<file path="src/smps_pkg.sv">
// constants, encodings and carriers for the stop-mode power sequencer
package smps_pkg;

    // -----------------------------------------------------------------
    // register map
    // -----------------------------------------------------------------
    localparam logic [2:0] ADDR_CTRL1 = 3'h0;
    localparam logic [2:0] ADDR_CTRL2 = 3'h1;
    localparam logic [2:0] ADDR_CLKCFG = 3'h2;
    localparam logic [2:0] ADDR_USBCFG = 3'h3;
    localparam logic [2:0] ADDR_STATUS = 3'h4;

    // control 1 fields
    localparam int C1_STOP_INSTRUCTION_ENABLE = 0;
    localparam int C1_LOW_VOLT_DETECT_ENABLE = 1;
    localparam int C1_LOW_VOLT_DETECT_STOP_ENABLE = 2;
    localparam int C1_HITRIP = 3;
    localparam logic [7:0] CTRL1_RESET = 8'h06;

    // control 2 fields
    localparam int C2_DEEPSEL = 0;
    localparam int C2_WAKEFLAG = 3;
    localparam int C2_ACK = 4;

    // clock configuration fields
    localparam int CK_IREFST = 0;
    localparam int CK_EREFST = 1;
    localparam int CK_RANGE = 2;
    localparam int CK_RTC_PRESCALE_SELECT_LO = 4;
    localparam int CK_RTC_PRESCALE_SELECT_HI = 7;
    localparam logic [7:0] CLKCFG_RESET = 8'h00;

    // usb / rtc configuration fields
    localparam int UC_USB_MODULE_ENABLE = 0;
    localparam int UC_PHYEN = 1;
    localparam int UC_RTCIE = 2;
    localparam logic [7:0] USBCFG_RESET = 8'h00;

    // status fields
    localparam int ST_MODE_LO = 0;
    localparam int ST_MODE_HI = 1;
    localparam int ST_HOLD = 2;

    localparam logic [3:0] RTC_PRESCALE_SELECT_OFF = 4'h0;
    localparam logic [7:0] DATA_ZERO = 8'h00;

    // -----------------------------------------------------------------
    // timing
    // -----------------------------------------------------------------
    localparam int CLK_PERIOD_NS = 20;
    localparam int WAKE_HOLD_NS = 1000;
    localparam int WAKE_HOLD_CYCLES = (WAKE_HOLD_NS + CLK_PERIOD_NS - 1) / CLK_PERIOD_NS;
    localparam int CNT_W = 8;

    // -----------------------------------------------------------------
    // types
    // -----------------------------------------------------------------
    typedef enum logic [1:0] {
        MODE_RUN = 2'b00,
        MODE_STOP3 = 2'b01,
        MODE_STOP2 = 2'b10,
        MODE_WAKE = 2'b11
    } smps_mode_e;

    typedef enum logic [1:0] {
        PWR_OFF = 2'b00,
        PWR_STANDBY = 2'b01,
        PWR_ON = 2'b10
    } smps_pwr_e;

    typedef struct packed {
        smps_pwr_e core;
        smps_pwr_e ram;
        smps_pwr_e regulator;
        smps_pwr_e clockGenerator;
        smps_pwr_e rtc;
        smps_pwr_e crystalOscillator;
        smps_pwr_e usb;
    } smps_pwr_s;

    typedef struct packed {
        logic periphClkEn;
        logic debugClkEn;
        logic busClkEn;
    } smps_clk_s;

endpackage

</file>
<file path="src/smps_sequencer.sv">
// stop-mode power sequencer: mode selection, pin latching, wakeup and gating
//
// Functional notes
// - deep power-down removes power from core logic, RAM stays powered.
// - entering deep power-down latches all pin controls for the whole period.
// - reset pin or IRQ pin wakes the device from deep power-down.
// - enabled real-time counter interrupt also wakes deep power-down.
// - deep power-down wakeup acts as power-on reset of registers and CPU.
// - after wakeup low-voltage reset is on, low trip, held while supply low.
// - every deep power-down wakeup sets the recovery flag.
// - flag and pin latches hold until software writes one to acknowledge.
// - on acknowledge, general-purpose pins take their port register values.
// - on acknowledge, pins of disabled peripherals follow port control registers.
// - any stop mode gates peripheral clocks, even with debug enabled.
// - deep power-down turns blocks off, RAM standby; lighter stop keeps standby.
// - lighter stop keeps clock generator running only if internal-reference stop set.
// - real-time counter runs in stop only if prescale was nonzero at entry.
// - lighter stop runs oscillator on external-reference stop; high range needs detector.
// - USB stays powered in stop only with module and transceiver enables set.
// - stop instruction with stop disabled causes illegal opcode reset.
// - deep power-down request with detector enabled in stop enters lighter stop.
//
// The register addresses and strobed register access were left to the implementer.
module smps_sequencer #(
    parameter int PIN_COUNT = 8
) (
    input wire logic core_clk,
    input wire logic rst,
    input wire logic [2:0] regAddr,
    input wire logic [7:0] regWdata,
    input wire logic regWrite,
    input wire logic regRead,
    output logic [7:0] regRdata,
    input wire logic stopExec,
    input wire logic debugModeEnable,
    input wire logic resetPinAsserted,
    input wire logic irqPinAsserted,
    input wire logic rtcEvent,
    input wire logic intRequest,
    input wire logic supplyBelowTrip,
    input wire logic [PIN_COUNT-1:0] portData,
    input wire logic [PIN_COUNT-1:0] portDir,
    input wire logic [PIN_COUNT-1:0] periphEnable,
    input wire logic [PIN_COUNT-1:0] periphData,
    input wire logic [PIN_COUNT-1:0] periphOe,
    output logic [PIN_COUNT-1:0] pinOut,
    output logic [PIN_COUNT-1:0] pinOe,
    output logic pinLatchHold,
    output logic sysReset,
    output logic illegalOpReset,
    output logic lvdResetEnable,
    output logic lvdHighTrip,
    output smps_pkg::smps_clk_s clkEn,
    output smps_pkg::smps_pwr_s pwrState,
    output smps_pkg::smps_mode_e modeState
);

    // ---------------------------------------------------------------
    // state
    // ---------------------------------------------------------------
    smps_pkg::smps_mode_e mode_q, mode_d;
    logic [7:0] ctrl1_q, ctrl1_d;
    logic deepSel_q, deepSel_d;
    logic wakeFlag_q, wakeFlag_d;
    logic [7:0] clkCfg_q, clkCfg_d;
    logic [7:0] usbCfg_q, usbCfg_d;
    logic [smps_pkg::CNT_W-1:0] holdCnt_q, holdCnt_d;
    logic rtcRun_q, rtcRun_d;
    logic hold_q, hold_d;
    logic [PIN_COUNT-1:0] latOut_q, latOut_d, latOe_q, latOe_d;
    logic [PIN_COUNT-1:0] pinOut_d, pinOe_d;
    logic [7:0] rdata_d;
    logic sysReset_d, illegal_d;
    smps_pkg::smps_clk_s clk_d;
    smps_pkg::smps_pwr_s pwr_d;

    logic lvdStop, deepAllowed, stop2Wake, ackWrite;
    logic [PIN_COUNT-1:0] liveOut, liveOe;

    // ---------------------------------------------------------------
    // next-state logic
    // ---------------------------------------------------------------
    always_comb begin
        lvdStop = ctrl1_q[smps_pkg::C1_LOW_VOLT_DETECT_ENABLE] && ctrl1_q[smps_pkg::C1_LOW_VOLT_DETECT_STOP_ENABLE];
        deepAllowed = deepSel_q && !lvdStop && !debugModeEnable;
        stop2Wake = resetPinAsserted || irqPinAsserted
            || (rtcEvent && rtcRun_q && usbCfg_q[smps_pkg::UC_RTCIE]);
        ackWrite = regWrite && regAddr == smps_pkg::ADDR_CTRL2
            && regWdata[smps_pkg::C2_ACK];
        // live pin source
        liveOut = (periphEnable & periphData) | (~periphEnable & portData);
        liveOe = (periphEnable & periphOe) | (~periphEnable & portDir);

        mode_d = mode_q;
        ctrl1_d = ctrl1_q;
        deepSel_d = deepSel_q;
        wakeFlag_d = wakeFlag_q;
        clkCfg_d = clkCfg_q;
        usbCfg_d = usbCfg_q;
        holdCnt_d = holdCnt_q;
        rtcRun_d = rtcRun_q;
        hold_d = hold_q;
        latOut_d = latOut_q;
        latOe_d = latOe_q;
        sysReset_d = 1'b0;
        illegal_d = 1'b0;

        // writes only land in run
        if (mode_q == smps_pkg::MODE_RUN && regWrite) begin
            case (regAddr)
                smps_pkg::ADDR_CTRL1: ctrl1_d = regWdata;
                smps_pkg::ADDR_CTRL2: deepSel_d = regWdata[smps_pkg::C2_DEEPSEL];
                smps_pkg::ADDR_CLKCFG: clkCfg_d = regWdata;
                smps_pkg::ADDR_USBCFG: usbCfg_d = regWdata;
                default: ;
            endcase
            if (ackWrite) begin
                wakeFlag_d = 1'b0;
                hold_d = 1'b0;
            end
        end

        case (mode_q)
            smps_pkg::MODE_RUN: begin
                if (stopExec) begin
                    if (!ctrl1_q[smps_pkg::C1_STOP_INSTRUCTION_ENABLE]) begin
                        illegal_d = 1'b1;
                    end else begin
                        rtcRun_d = clkCfg_q[smps_pkg::CK_RTC_PRESCALE_SELECT_HI:smps_pkg::CK_RTC_PRESCALE_SELECT_LO]
                            != smps_pkg::RTC_PRESCALE_SELECT_OFF;
                        if (deepAllowed) begin
                            mode_d = smps_pkg::MODE_STOP2;
                            hold_d = 1'b1;
                            if (!hold_q) begin
                                latOut_d = liveOut;
                                latOe_d = liveOe;
                            end
                        end else begin
                            mode_d = smps_pkg::MODE_STOP3;
                        end
                    end
                end
            end
            smps_pkg::MODE_STOP3: begin
                if (resetPinAsserted) begin
                    mode_d = smps_pkg::MODE_WAKE;
                    holdCnt_d = smps_pkg::CNT_W'(smps_pkg::WAKE_HOLD_CYCLES);
                    sysReset_d = 1'b1;
                end else if (intRequest) begin
                    mode_d = smps_pkg::MODE_RUN;
                end
            end
            smps_pkg::MODE_STOP2: begin
                if (stop2Wake) begin
                    mode_d = smps_pkg::MODE_WAKE;
                    holdCnt_d = smps_pkg::CNT_W'(smps_pkg::WAKE_HOLD_CYCLES);
                    sysReset_d = 1'b1;
                    wakeFlag_d = 1'b1;
                    ctrl1_d = smps_pkg::CTRL1_RESET;
                    deepSel_d = 1'b0;
                    clkCfg_d = smps_pkg::CLKCFG_RESET;
                    usbCfg_d = smps_pkg::USBCFG_RESET;
                end
            end
            smps_pkg::MODE_WAKE: begin
                sysReset_d = 1'b1;
                if (holdCnt_q != '0) begin
                    holdCnt_d = holdCnt_q - 1'b1;
                end else if (!supplyBelowTrip) begin
                    mode_d = smps_pkg::MODE_RUN;
                    sysReset_d = 1'b0;
                end
            end
            default: mode_d = smps_pkg::MODE_RUN;
        endcase

        // pins: latched or live
        pinOut_d = hold_d ? latOut_d : liveOut;
        pinOe_d = hold_d ? latOe_d : liveOe;
    end

    // ---------------------------------------------------------------
    // clock gating and power states
    // ---------------------------------------------------------------
    always_comb begin
        clk_d = '1;
        pwr_d = '{default: smps_pkg::PWR_ON};
        case (mode_d)
            smps_pkg::MODE_STOP3: begin
                clk_d.periphClkEn = 1'b0;
                clk_d.busClkEn = 1'b0;
                clk_d.debugClkEn = debugModeEnable;
                pwr_d.core = smps_pkg::PWR_STANDBY;
                pwr_d.ram = smps_pkg::PWR_STANDBY;
                pwr_d.regulator = (lvdStop || debugModeEnable)
                    ? smps_pkg::PWR_ON : smps_pkg::PWR_STANDBY;
                pwr_d.clockGenerator = clkCfg_q[smps_pkg::CK_IREFST]
                    ? smps_pkg::PWR_ON : smps_pkg::PWR_STANDBY;
                pwr_d.rtc = rtcRun_d ? smps_pkg::PWR_ON : smps_pkg::PWR_OFF;
                pwr_d.crystalOscillator = (clkCfg_q[smps_pkg::CK_EREFST]
                    && (!clkCfg_q[smps_pkg::CK_RANGE] || lvdStop))
                    ? smps_pkg::PWR_ON : smps_pkg::PWR_STANDBY;
                pwr_d.usb = (usbCfg_q[smps_pkg::UC_USB_MODULE_ENABLE] && usbCfg_q[smps_pkg::UC_PHYEN])
                    ? smps_pkg::PWR_ON : smps_pkg::PWR_OFF;
            end
            smps_pkg::MODE_STOP2: begin
                clk_d.periphClkEn = 1'b0;
                clk_d.busClkEn = 1'b0;
                clk_d.debugClkEn = 1'b0;
                pwr_d.core = smps_pkg::PWR_OFF;
                pwr_d.ram = smps_pkg::PWR_STANDBY;
                pwr_d.regulator = smps_pkg::PWR_OFF;
                pwr_d.clockGenerator = smps_pkg::PWR_OFF;
                pwr_d.rtc = rtcRun_d ? smps_pkg::PWR_ON : smps_pkg::PWR_OFF;
                pwr_d.crystalOscillator = smps_pkg::PWR_OFF;
                pwr_d.usb = (usbCfg_q[smps_pkg::UC_USB_MODULE_ENABLE] && usbCfg_q[smps_pkg::UC_PHYEN])
                    ? smps_pkg::PWR_ON : smps_pkg::PWR_OFF;
            end
            smps_pkg::MODE_WAKE: begin
                clk_d.periphClkEn = 1'b0;
                clk_d.debugClkEn = 1'b0;
            end
            default: ;
        endcase
    end

    // ---------------------------------------------------------------
    // read data, one cycle after strobe
    // ---------------------------------------------------------------
    always_comb begin
        rdata_d = smps_pkg::DATA_ZERO;
        if (regRead) begin
            case (regAddr)
                smps_pkg::ADDR_CTRL1: rdata_d = ctrl1_q;
                smps_pkg::ADDR_CTRL2: begin
                    rdata_d[smps_pkg::C2_DEEPSEL] = deepSel_q;
                    rdata_d[smps_pkg::C2_WAKEFLAG] = wakeFlag_q;
                end
                smps_pkg::ADDR_CLKCFG: rdata_d = clkCfg_q;
                smps_pkg::ADDR_USBCFG: rdata_d = usbCfg_q;
                smps_pkg::ADDR_STATUS: begin
                    rdata_d[smps_pkg::ST_MODE_HI:smps_pkg::ST_MODE_LO] = mode_q;
                    rdata_d[smps_pkg::ST_HOLD] = hold_q;
                end
                default: ;
            endcase
        end
    end

    // ---------------------------------------------------------------
    // registers
    // ---------------------------------------------------------------
    always_ff @(posedge core_clk) begin
        if (rst) begin
            mode_q <= smps_pkg::MODE_RUN;
            ctrl1_q <= smps_pkg::CTRL1_RESET;
            deepSel_q <= 1'b0;
            wakeFlag_q <= 1'b0;
            clkCfg_q <= smps_pkg::CLKCFG_RESET;
            usbCfg_q <= smps_pkg::USBCFG_RESET;
            holdCnt_q <= '0;
            rtcRun_q <= 1'b0;
            hold_q <= 1'b0;
            latOut_q <= '0;
            latOe_q <= '0;
            pinOut <= '0;
            pinOe <= '0;
            pinLatchHold <= 1'b0;
            sysReset <= 1'b0;
            illegalOpReset <= 1'b0;
            lvdResetEnable <= 1'b1;
            lvdHighTrip <= 1'b0;
            regRdata <= smps_pkg::DATA_ZERO;
            clkEn <= '1;
            pwrState <= '{default: smps_pkg::PWR_ON};
            modeState <= smps_pkg::MODE_RUN;
        end else begin
            mode_q <= mode_d;
            ctrl1_q <= ctrl1_d;
            deepSel_q <= deepSel_d;
            wakeFlag_q <= wakeFlag_d;
            clkCfg_q <= clkCfg_d;
            usbCfg_q <= usbCfg_d;
            holdCnt_q <= holdCnt_d;
            rtcRun_q <= rtcRun_d;
            hold_q <= hold_d;
            latOut_q <= latOut_d;
            latOe_q <= latOe_d;
            pinOut <= pinOut_d;
            pinOe <= pinOe_d;
            pinLatchHold <= hold_d;
            sysReset <= sysReset_d;
            illegalOpReset <= illegal_d;
            lvdResetEnable <= ctrl1_d[smps_pkg::C1_LOW_VOLT_DETECT_ENABLE];
            lvdHighTrip <= ctrl1_d[smps_pkg::C1_HITRIP];
            regRdata <= rdata_d;
            clkEn <= clk_d;
            pwrState <= pwr_d;
            modeState <= mode_d;
        end
    end

endmodule

</file>
<file path="config.mk">
export PLATFORM = sky130hd
export DESIGN_NAME = smps_sequencer
export DESIGN_NICKNAME = d
export VERILOG_FILES = /design/src/smps_pkg.sv /design/src/smps_sequencer.sv
export SDC_FILE = /design/constraint.sdc
export NUM_CORES = 1
export LEC_CHECK = 0
export ABC_AREA = 0
export BUFFER_PORTS_ARGS = -buffer_cell sky130_fd_sc_hd__buf_4
export CAP_MARGIN = 20
export CORE_UTILIZATION = 25
export CTS_BUF_LIST = sky130_fd_sc_hd__clkbuf_4 sky130_fd_sc_hd__clkbuf_8
export CTS_CLUSTER_SIZE = 12
export DETAILED_ROUTE_END_ITERATION = 16
export MAX_ROUTING_LAYER = met4
export PLACE_DENSITY_LB_ADDON = 0.25
export SYNTH_ARGS = -nofsm -noshare
export SYNTH_HDL_FRONTEND = slang
export SYNTH_SLANG_ARGS = --single-unit
</file>
<file path="constraint.sdc">
create_clock -name core_clk -period 4.4 [get_ports core_clk]
set_input_delay 0.88 -clock core_clk [delete_from_list [all_inputs] [get_ports core_clk]]
set_output_delay 0.88 -clock core_clk [all_outputs]
set_load 0.01 [all_outputs]
</file>
==> Flow_metrics.wiki, run 1 <==
{| class="wikitable"
! Metric !! Value
|-
| Minimum clock period after layout || 2.64 ns
|-
| FFs w/ async S/R, synth || 0
|-
| Max-cap violations || 0
|-
| Number of clock buffers inserted by TritonCTS || 9
|-
| Arrival time of data at the critical path endpoint || 2.89 ns
|-
| Share of cells above drive strength 1 || 0.293
|-
| Worst Hold Path Cells || 2
|-
| Total number of yosys warnings || 0
|-
| Number of top-level pins || 110
|-
| Initial Util || 0.258
|-
| Buffer levels on the longest clock path || 2
|-
| Combinational family with the most area after synthesis || simple AND/OR/NAND/NOR gates
|-
| Clock tree sinks || 93
|-
| Syn-to-layout area delta || 29.3%
|-
| Overall die width || 131 um
|-
| Proportion of synthesized area in mux cells || 0.162
|-
| Simple-Gate Fraction of Synth Area || 0.209
|-
| Post-CTS setup buffer count || 0
|-
| Pin count of the biggest net entering global routing || 65
|-
| Main flop type after synthesis || dfxtp_1
|-
| Fill cell total of the finished layout || 1,680
|-
| Number of cells upsized or downsized after cts || 0
|-
| Met2 wire length || 4970 um
|-
| Number of flops mapped to enable cells by yosys || 0
|-
| Synthesis-stage register bit count || 93
|-
| Area of the core || 16,000 um^2
|-
| Reg power frac || 0.498
|-
| Avg Vias per Cell || 4.52
|-
| Highest metal layer with signal wires || met4
|-
| M1 WL || 4900 um
|-
| CP endpoint kind || flip-flop
|-
| Die Footprint || 17,000 um^2
|-
| Count of vias placed by the detailed router || 3,393
|-
| WP data required || 4.65 ns
|-
| Post-CTS Hold Fix Bufs || 0
|-
| Area after DPL || 5090 um^2
|-
| Share of the clock period used by the worst path || 0.599
|-
| Setup TNS || 0 ns
|-
| Comb power frac || 0.097
|-
| Top cell type's share of synthesized area || 0.450
|-
| Tightest Hold Check Type || reg2reg
|-
| Final estimated routing congestion in global placement || 0.790
|-
| Wire length of the first global-routing pass || 16,400 um
|-
| Site row count || 46
|-
| Starting DRC count in detailed routing || 186
|-
| Detail-routed net length per standard cell || 14.0 um
|-
| Most common library cells after synthesis || dfxtp_1, nor2_1, mux2i_1, nand2_1, a21oi_1
|-
| Die outline height || 131 um
|-
| Net switching power || 0.387 mW
|-
| Startpoint types || input port
|-
| Clock Pin Slew Worst Setup and Hold Paths || 0.09 ns
|-
| Static Leak || 2.26 nW
|-
| Sequential share of the synthesized area || 0.450
|-
| Synthesized instance count || 439
|-
| Remaining max-slew budget at the tightest pin || 0.376
|-
| Worst supply voltage drop on vdd || 0.000147 V
|-
| R2R Setup Slk || 1.78 ns
|-
| Top fanout value on the critical path || 16
|-
| PortBufs || 107
|-
| Part of the total power dissipated in the clock network || 0.405
|-
| # DRC || 0
|-
| Half-perimeter wire length after placement || 7820 um
|-
| Detailed-routing iteration count for the pre-antenna-repair pass || 5
|-
| Initial antenna violation count || 0
|-
| H-tree level count || 3
|-
| Reg2Reg Depth || 10
|-
| Area of all placed cells without fillers || 5340 um^2
|-
| Library cell with the highest instance count after synthesis || dfxtp_1
|-
| Root buf cell || clkbuf_8
|-
| Worst skew pair latency || 0.36 ns
|-
| Nets@finish || 599
|-
| Power per cell area || 326 nW/um^2
|-
| Internal power || 1.35 mW
|-
| Antenna-violating nets left || 0
|-
| Cell variety after synth || 56
|-
| Mean instance size in the synthesized netlist || 9.41 um^2
|-
| Kind of critical path || in2reg
|-
| Total Routed Length || 10,500 um
|-
| Final setup violation count || 0
|-
| CTS tree || done
|-
| Skew final || 0.00680 ns
|-
| Routed wl met3 || 571 um
|-
| Leftover overflow at the end of global routing || 0
|-
| Hold Violations, Final || 0
|-
| Status || finished, final reports clean
|-
| Post-Synth Adder-Cell Area || 0.0212
|-
| Overall routing resource usage || 0.130
|-
| Sw frac || 0.222
|-
| Number of pins exceeding their max-slew limit in the final report || 0
|-
| Synth Area in XOR/XNOR || 0
|-
| Highest attainable clock frequency || 379 MHz
|-
| Worst-Margin Slew || 0.932 ns
|-
| Complex-gate fraction of the synthesized area || 0.117
|-
| Antenna cell count || 0
|-
| Unrepaired setup endpoints after global routing || false
|-
| Leading cell types by total area after synthesis || dfxtp_1, mux2i_1, nor2_1, mux2_4, mux2_2
|-
| Post-synthesis cell type with the largest combined area || dfxtp_1
|-
| Number of global-route vias before repair || 3,186
|-
| Post-synthesis instance area || 4130 um^2
|}
-- per-layer routing --
metal  vias up  GRT usage
met5         -          -
met4         0     0.0507
met3         7     0.0248
met2       101      0.199
met1      1570      0.170
li1       1715          -
-- sequential cells by signal (all words and copies together) (netlist names) --
name,count
rtcRun_q,1
latOut_q,8
usbCfg_q,8
pinOut,8
wakeFlag_q,1
latOe_q,8
pwrState,10
deepSel_q,1
regRdata,8
ctrl1_q,8
pinOe,8
clkCfg_q,8
sysReset,1
hold_q,1
mode_q,2
holdCnt_q,8
clkEn,3
illegalOpReset,1
-- kinds of logic (layout without fill, tap and decap cells) --
| kind of cell | Yosys count | after routing |
|---|---|---|
| muxes | 59 | 59 |
| DFF | 93 | 93 |
| adders and majority gates | 7 | 7 |
| other | 1 | 2 |
| buffers and inverters | 36 | 131 |
| AOI/OAI and AO/OA | 73 | 73 |
| and+or+nand+nor | 170 | 170 |
-- cells in the final DEF (no fill, tap or decap), types with 3 or more instances in the layout --
master and count:
nor2b_1 19, nand3_1 11, clkbuf_8 11, nor3_1 6, nand3b_1 4, a31oi_1 3, bufinv_16 3, dfxtp_1 93
a21oi_1 21, or3_1 4, a21o_1 3, or4_1 3, mux2_2 12, a22oi_1 5, nor2_1 75, inv_1 7
mux2i_1 36, buf_4 108, o211ai_1 3, o21ai_0 9, ha_1 7, nand2b_1 3, nand2_1 26, mux2_4 10
a211oi_1 16
-- critical path, cell delays in order --
cell and delay [ns]:
buf_4 0.16, nor4b_4 0.64, nand3_1 0.24, o21a_1 0.54, mux2_4 0.42
-- cell type report --
class,instances,area [um^2],share of cell area
Clock buffer,11,151,0.0283
Sequential cell,93,1860,0.348
Inverter,7,26.3,0.00492
Clock inverter,5,106,0.0199
Tap cell,216,270,0.0506
Timing Repair Buffer,108,811,0.152
Multi-Input combinational cell,311,2120,0.396
-- power by group through the flow --
stage / combinational (mW) / sequential, mW / clock [mW]
floorplan: 0.0789 / 0.891 / 0
global placement: 0.168 / 0.888 / 0
detailed placement: 0.170 / 0.888 / 0
CTS: 0.171 / 0.868 / 0.735
global route: 0.185 / 0.870 / 0.768
finish: 0.169 / 0.868 / 0.705
-- worst paths after layout --
kind	startpoint	endpoint
max	regAddr[2]	pinOut[6]
min	ctrl1_q[4]	ctrl1_q[4]
max reg2reg	holdCnt_q[0]	pwrState[2]
min reg2reg	ctrl1_q[4]	ctrl1_q[4]
-- stage by stage --
stage	util	total power, mW	hold WS, ns	setup slack, ns	cells
after detailed placement	0.318	1.06	0.453	1.34	735
after global routing	0.334	1.82	0.485	1.53	751
final	0.334	1.74	0.473	1.76	751
after floorplan	-	0.970	0.436	2.02	440
after global placement	0.318	1.06	0.449	1.44	735
after CTS	0.334	1.77	0.468	1.74	751
No activity file was read; power rests on OpenSTA's default activity.
==> run 2, diff against run 1 <==
==> constraint.sdc (replaced) <==
create_clock -name core_clk -period 2.4 [get_ports core_clk]
set_input_delay 0.48 -clock core_clk [delete_from_list [all_inputs] [get_ports core_clk]]
set_output_delay 0.48 -clock core_clk [all_outputs]
set_load 0.01 [all_outputs]
==> run 2 against run 1 <==
  * Non-clock buffer count up 28
  * Count of clock-buffer cells in the layout unchanged
  * Worst hold slack got worse by 0.12 ns
  * Total power increased by 69%
  * Highest routed layer unchanged
==> Flow_metrics.wiki, run 2 (synthesized netlist as in run 1, its figures left out) <==
{| class="wikitable"
! Metric !! Value
|-
| Site row count || 46 (unchanged)
|-
| Initial Util || 0.258 (unchanged)
|-
| Skew final || 0.0168 ns (+0.00998 ns)
|-
| GR Util met3 || 0.0334 (+0.00855)
|-
| Area of the core || 16,000 um^2 (unchanged)
|-
| Worst supply voltage drop on vdd || 0.000228 V (+56%)
|-
| Worst skew pair latency || 0.37 ns (about the same)
|-
| Pin count of the biggest net entering global routing || 33 (-49%)
|-
| Worst Min Path Start || debugModeEnable
|-
| Number of pins exceeding their max-slew limit in the final report || 0 (unchanged)
|-
| Share of the clock period used by the worst path || 0.954
|-
| Reg-to-reg critical path startpoint || holdCnt_q[2]
|-
| Initial antenna violation count || 0 (unchanged)
|-
| Antenna-violating nets left || 0 (unchanged)
|-
| Count of vias placed by the detailed router || 3,476 (+2.4%)
|-
| Overall routing resource usage || 0.135 (+0.00417)
|-
| Met1 usage || 0.166 (-0.00389)
|-
| Tightest Hold Check Type || in2reg
|-
| Wire length of the first global-routing pass || 16,700 um (+1.9%)
|-
| Max-cap violations || 0 (unchanged)
|-
| Most congested layer reported by global routing || met2
|-
| Number of flip-flops under the largest register name || 10 (unchanged)
|-
| Startpoint types || flip-flop
|-
| Top fanout value on the critical path || 4 (-12)
|-
| Clock Pin Slew Worst Setup and Hold Paths || 0.09 ns (about the same)
|-
| CP bufs+invs || 1 (unchanged)
|-
| Die outline height || 131 um (unchanged)
|-
| Clock tree sinks || 93 (unchanged)
|-
| Share of cells above drive strength 1 || 0.350 (+0.0565)
|-
| Hold Violations, Final || 0 (unchanged)
|-
| Worst Hold End || clkEn[1]
|-
| PortBufs || 107 (unchanged)
|-
| Most common cell after layout, fill and taps aside || buf_4
|-
| WP data required || 2.67 ns (-1.98 ns)
|-
| Final estimated routing congestion in global placement || 0.777 (-1.6%)
|-
| Status || finished, final reports clean
|-
| Number of clock buffers inserted by TritonCTS || 9 (unchanged)
|-
| Cell with the biggest individual delay on the critical path || or4_4
|-
| CP top delay family || simple AND/OR/NAND/NOR gates
|-
| Total Routed Length || 10,700 um (+1.6%)
|-
| Setup TNS || 0 ns (unchanged)
|-
| Remaining max-slew budget at the tightest pin || 0.599 (+0.222)
|-
| Area of the multi-input gates || 2170 um^2 (+2.7%)
|-
| Half-perimeter wire length after placement || 8120 um (+3.8%)
|-
| Cell Count Post-Placement || 762 (+3.7%)
|-
| Storage element area || 1870 um^2 (+0.20%)
|-
| Syn-to-layout area delta || 34.6%
|-
| Static Leak || 2.39 nW (+5.5%)
|-
| Layout Utilization || 0.348 (+0.0136)
|-
| CP endpoint kind || flip-flop
|-
| Worst-Margin Slew || 0.596 ns (-0.336 ns)
|-
| CTS tree || done
|-
| Kind of critical path || reg2reg
|-
| Overall die width || 131 um (unchanged)
|-
| Worst Hold Path Cells || 2 (unchanged)
|-
| Nets@finish || 627 (+4.7%)
|-
| # DRC || 0 (unchanged)
|-
| Avg Vias per Cell || 4.46 (-1.2%)
|-
| Largest register by flop count || pwrState
|-
| Leftover overflow at the end of global routing || 0 (unchanged)
|-
| H-tree level count || 3 (unchanged)
|-
| Starting DRC count in detailed routing || 159 (-15%)
|-
| Worst path cell trace || or4_4 > o311a_4 > nor4_4 > or2_1 > ha_1 > nor2b_4 > buf_4
|-
| Pre-CTS worst setup slack || -0.0765 ns (-1.42 ns)
|-
| Reg2Reg Depth || 7 (-3)
|-
| Number of global-route vias before repair || 3,273 (+2.7%)
|-
| Root buf cell || clkbuf_8
|-
| Post-CTS Hold Fix Bufs || 0 (unchanged)
|-
| Number of top-level pins || 110 (unchanged)
|-
| Worst hold margin || 0.351 ns (-0.122 ns)
|-
| Global routing met2 resource utilization || 0.210 (+0.0109)
|-
| Fill cell total of the finished layout || 1,677 (-0.18%)
|-
| Worst setup margin || 0.111 ns (-1.65 ns)
|-
| Die Footprint || 17,000 um^2 (unchanged)
|-
| Arrival time of data at the critical path endpoint || 2.56 ns (-0.33 ns)
|-
| Non-filler cells in the finished layout || 779 (+3.7%)
|-
| Unrepaired setup endpoints after global routing || false
|-
| Worst flop-to-flop path endpoint || pwrState[10]
|-
| Longest individual stage delay on the worst path || 0.54 ns (-0.10 ns)
|-
| R2R Setup Slk || 0.11 ns (-1.67 ns)
|-
| Power per cell area || 528 nW/um^2 (+62%)
|-
| Final setup violation count || 0 (unchanged)
|-
| Antenna cell count || 0 (unchanged)
|-
| Commonest non-fill, non-tap cells in the layout || buf_4, dfxtp_1, nor2_1
|-
| Detailed-routing iteration count for the pre-antenna-repair pass || 4 (-1)
|-
| Highest attainable clock frequency || 437 MHz
|-
| Minimum clock period after layout || 2.29 ns
|-
| Buffer levels on the longest clock path || 2 (unchanged)
|-
| Detail-routed net length per standard cell || 13.8 um (-2.0%)
|}
run 2: cell types whose count changed in the layout (fill, tap and decap cells not counted), sizes merged:
cell      previous run  this run
bufinv               3         0
clkinvlp             1         0
inv                  7        10
clkinv               1         2
buf                108       136
run 2: layer usage:
layer / routed length, um / up-vias
li1: - / 1772
met1: 4900 / 1599
met2: 5030 / 94
met3: 625 / 11
met4: 163 / 0
met5: 0 / -
run 2: repair_timing:
item / CTS / global route
gates resized for setup: 9 / 7
setup endpoints to repair: 8 / 9
pin swaps: 4 / 4
gates cloned: 0 / 0
buffers inserted: 0 / 1
run 2: worst max path at each step:
stage / start / endpoint / slack [ns] / cells after the start
floorplan: holdCnt_q[0] / pwrState[7] / 0.04 / 11
global placement: holdCnt_q[0] / pwrState[7] / -0.02 / 10
detailed placement: holdCnt_q[0] / pwrState[7] / -0.08 / 10
CTS: holdCnt_q[0] / pwrState[2] / 0.002 / 10
global route: holdCnt_q[2] / pwrState[9] / 0.008 / 9
finish: holdCnt_q[2] / pwrState[10] / 0.11 / 7
run 2: layout make-up:
type                            instances  area share
Multi-Input combinational cell        311       0.391
Timing Repair Buffer                  136       0.186
Clock buffer                           11      0.0272
Clock inverter                          5     0.00720
Tap cell                              216      0.0486
Sequential cell                        93       0.335
Inverter                                7     0.00472
run 2: worst reg2reg max path, stage by stage (launching register included):
cell,delay (ns)
dfxtp_2,0.33
or4_4,0.54
o311a_4,0.39
nor4_4,0.25
or2_1,0.17
ha_1,0.24
nor2b_4,0.14
buf_4,0.14
run 2: stage by stage:
step / area [um^2] / power [mW]
after floorplan: 4140 / 1.78
after global placement: 5300 / 1.95
after detailed placement: 5300 / 1.95
after CTS: 5530 / 2.99
after global routing: 5560 / 3.09
final: 5560 / 2.93
run 2: power by group:
part           total (mW)  internal, mW  switching, mW
combinational       0.329         0.174          0.155
sequential           1.59          1.57         0.0147
clock                1.02         0.445          0.572
==> run 3, diff against run 2 <==
--- a/config.mk
+++ b/config.mk
@@ -8,6 +8,7 @@
 export ABC_AREA = 0
 export BUFFER_PORTS_ARGS = -buffer_cell sky130_fd_sc_hd__buf_4
 export CAP_MARGIN = 20
+export CORE_ASPECT_RATIO = 1.25
 export CORE_UTILIZATION = 25
 export CTS_BUF_LIST = sky130_fd_sc_hd__clkbuf_4 sky130_fd_sc_hd__clkbuf_8
 export CTS_CLUSTER_SIZE = 12
==> run 3 against run 2 <==
  * Clock power increased by 20%
  * Worst setup slack got worse by 0.037 ns
  * Cell count increased by 0.13%
  * Critical path depth increased by 3
  * Die area about the same
==> Flow_metrics.wiki, run 3 (synthesized netlist as in run 1, its figures left out) <==
{| class="wikitable"
! Metric !! Value
|-
| Remaining max-slew budget at the tightest pin || 0.627 (+0.0289)
|-
| CP endpoint kind || flip-flop
|-
| WP data required || 2.66 ns (about the same)
|-
| Minimum clock period after layout || 2.33 ns (+0.0366 ns)
|-
| Unrepaired setup endpoints after global routing || true
|-
| Avg Vias per Cell || 4.58 (+2.7%)
|-
| Commonest non-fill, non-tap cells in the layout || buf_4, dfxtp_1, nor2_1
|-
| Kind of critical path || reg2reg
|-
| Reg-to-reg critical path startpoint || holdCnt_q[1]
|-
| Largest register by flop count || pwrState
|-
| Comb power frac || 0.104 (-0.008)
|-
| Half-perimeter wire length after placement || 8200 um (+0.97%)
|-
| Non-filler cells in the finished layout || 780 (+0.13%)
|-
| Final estimated routing congestion in global placement || 0.796 (+2.4%)
|-
| Cell Count Post-Placement || 762 (unchanged)
|-
| Top fanout value on the critical path || 5 (+1)
|-
| CTS tree || done
|-
| Share of cells above drive strength 1 || 0.349 (-0.000620)
|-
| Site row count || 52 (+13%)
|-
| Worst skew pair latency || 0.37 ns (about the same)
|-
| Static Leak || 2.40 nW (+0.68%)
|-
| Area of the multi-input gates || 2180 um^2 (+0.11%)
|-
| Wire length of the first global-routing pass || 17,000 um (+1.6%)
|-
| Final setup violation count || 0 (unchanged)
|-
| Most common cell after layout, fill and taps aside || buf_4
|-
| Storage element area || 1870 um^2 (unchanged)
|-
| Worst-Margin Slew || 0.557 ns (-0.0387 ns)
|-
| Area of all placed cells without fillers || 5600 um^2 (+0.70%)
|-
| Part of the total power dissipated in the clock network || 0.389 (+0.043)
|-
| Clock Pin Slew Worst Setup and Hold Paths || 0.09 ns (about the same)
|-
| Arrival time of data at the critical path endpoint || 2.59 ns (+0.03 ns)
|-
| Overall die width || 117 um (-10%)
|-
| Number of global-route vias before repair || 3,392 (+3.6%)
|-
| Nets@finish || 628 (+0.16%)
|-
| Number of flip-flops under the largest register name || 10 (unchanged)
|-
| PortBufs || 107 (unchanged)
|-
| Highest attainable clock frequency || 430 MHz (-1.6%)
|-
| Area after DPL || 5290 um^2 (-0.24%)
|-
| Sw frac || 0.238 (-0.0151)
|-
| Root buf cell || clkbuf_8
|-
| Buffer levels on the longest clock path || 2 (unchanged)
|-
| Total Routed Length || 11,100 um (+3.2%)
|-
| Hold Violations, Final || 0 (unchanged)
|-
| Clock tree sinks || 93 (unchanged)
|-
| Pin count of the biggest net entering global routing || 36 (+9.1%)
|-
| Worst Min Path Start || debugModeEnable
|-
| Layout Utilization || 0.346 (-0.00190)
|-
| Die Footprint || 17,100 um^2 (about the same)
|-
| Leftover overflow at the end of global routing || 0 (unchanged)
|-
| Overall routing resource usage || 0.134 (-0.000936)
|-
| Max-cap violations || 0 (unchanged)
|-
| Internal power || 2.39 mW (+9.0%)
|-
| Detail-routed net length per standard cell || 14.2 um (+3.1%)
|-
| Tightest Hold Check Type || in2reg
|-
| Power per cell area || 560 nW/um^2 (+6.1%)
|-
| Number of clock buffers inserted by TritonCTS || 9 (unchanged)
|-
| Starting DRC count in detailed routing || 169 (+6.3%)
|-
| Antenna-violating nets left || 0 (unchanged)
|-
| Area of the core || 16,200 um^2 (+1.3%)
|-
| Fill cell total of the finished layout || 1,658 (-1.1%)
|-
| Die outline height || 146 um (+12%)
|-
| Number of pins exceeding their max-slew limit in the final report || 0 (unchanged)
|-
| Detailed-routing iteration count for the pre-antenna-repair pass || 4 (unchanged)
|-
| Crit path launch || holdCnt_q[1]
|-
| Initial antenna violation count || 0 (unchanged)
|-
| Share of the clock period used by the worst path || 0.969 (+0.0152)
|-
| H-tree level count || 3 (unchanged)
|-
| Count of vias placed by the detailed router || 3,573 (+2.8%)
|-
| Number of top-level pins || 110 (unchanged)
|-
| Antenna cell count || 0 (unchanged)
|-
| Initial Util || 0.255 (-0.00319)
|-
| # DRC || 0 (unchanged)
|-
| Skew final || 0.00771 ns (-0.00906 ns)
|-
| Reg power frac || 0.507 (-0.035)
|-
| Startpoint types || flip-flop
|-
| Net switching power || 0.745 mW (+0.44%)
|-
| Status || finished, final reports clean
|-
| Worst supply voltage drop on vdd || 0.000403 V (+76%)
|-
| Syn-to-layout area delta || 35.5%
|}
==> run 3: changes by cell type in the layout (fill, tap and decap cells not counted), sizes merged <==
cell	previous run	this run
clkinv	2	1
inv	10	8
buf	136	137
clkinvlp	0	1
bufinv	0	2
==> run 3: cell type report <==
type                       instances  share of cell area
clock inverter                     5              0.0145
sequential                        93               0.333
timing repair buffer             137               0.184
inverter                           7             0.00469
tap                              216              0.0483
clock buffer                      11              0.0270
multi-input combinational        311               0.389
==> run 3: metal layers <==
metal / global-route usage / wire length, um / vias up
met1: 0.153 / 4890 / 1664
met3: 0.0421 / 685 / 16
met4: 0.0430 / 182 / 0
li1: - / - / 1770
met2: 0.219 / 5310 / 123
met5: - / 0 / -
==> run 3: power groups by stage <==
stage	clock (mW)	sequential (mW)	combinational, mW
after detailed placement	0	1.63	0.323
after global routing	1.32	1.59	0.354
after global placement	0	1.63	0.320
after floorplan	0	1.63	0.145
final	1.22	1.59	0.326
after CTS	1.26	1.59	0.326
==> run 3: timing repair <==
| action | in CTS | in global routing |
|---|---|---|
| setup endpoints to repair | 8 | 9 |
| buffers inserted | 0 | 3 |
| resized for setup | 2 | 16 |
| hold buffers | 0 | 0 |
| pin swaps | 2 | 6 |
==> run 3: stage by stage <==
stage	TNS (ns)	hold slack (ns)	total power [mW]	worst slack, ns
2_1_floorplan	0	0.436	1.78	0.0373
3_3_place_gp	-0.140	0.443	1.95	-0.0547
3_5_place_dp	-0.411	0.448	1.95	-0.0976
4_1_cts	0	0.311	3.18	0.00659
5_1_grt	-0.0584	0.309	3.27	-0.0470
6_report	0	0.332	3.13	0.0740
==> run 3: worst max-delay path: stages (launching register included) <==
cell and delay, ns:
dfxtp_2 0.33, inv_2 0.07, ha_4 0.13, or3b_4 0.37, o311a_4 0.38, nor4_4 0.24
or2_1 0.19, ha_1 0.24, nor2b_4 0.15, nand2_2 0.08, nor2_1 0.04
==> run 3: path summary, 6_finish.rpt <==
check	to	slack (ns)	cells after the start
max reg2reg	pwrState[2]	0.07	10
min	clkEn[1]	0.33	2
min reg2reg	ctrl1_q[4]	0.46	2
max	pwrState[2]	0.07	10
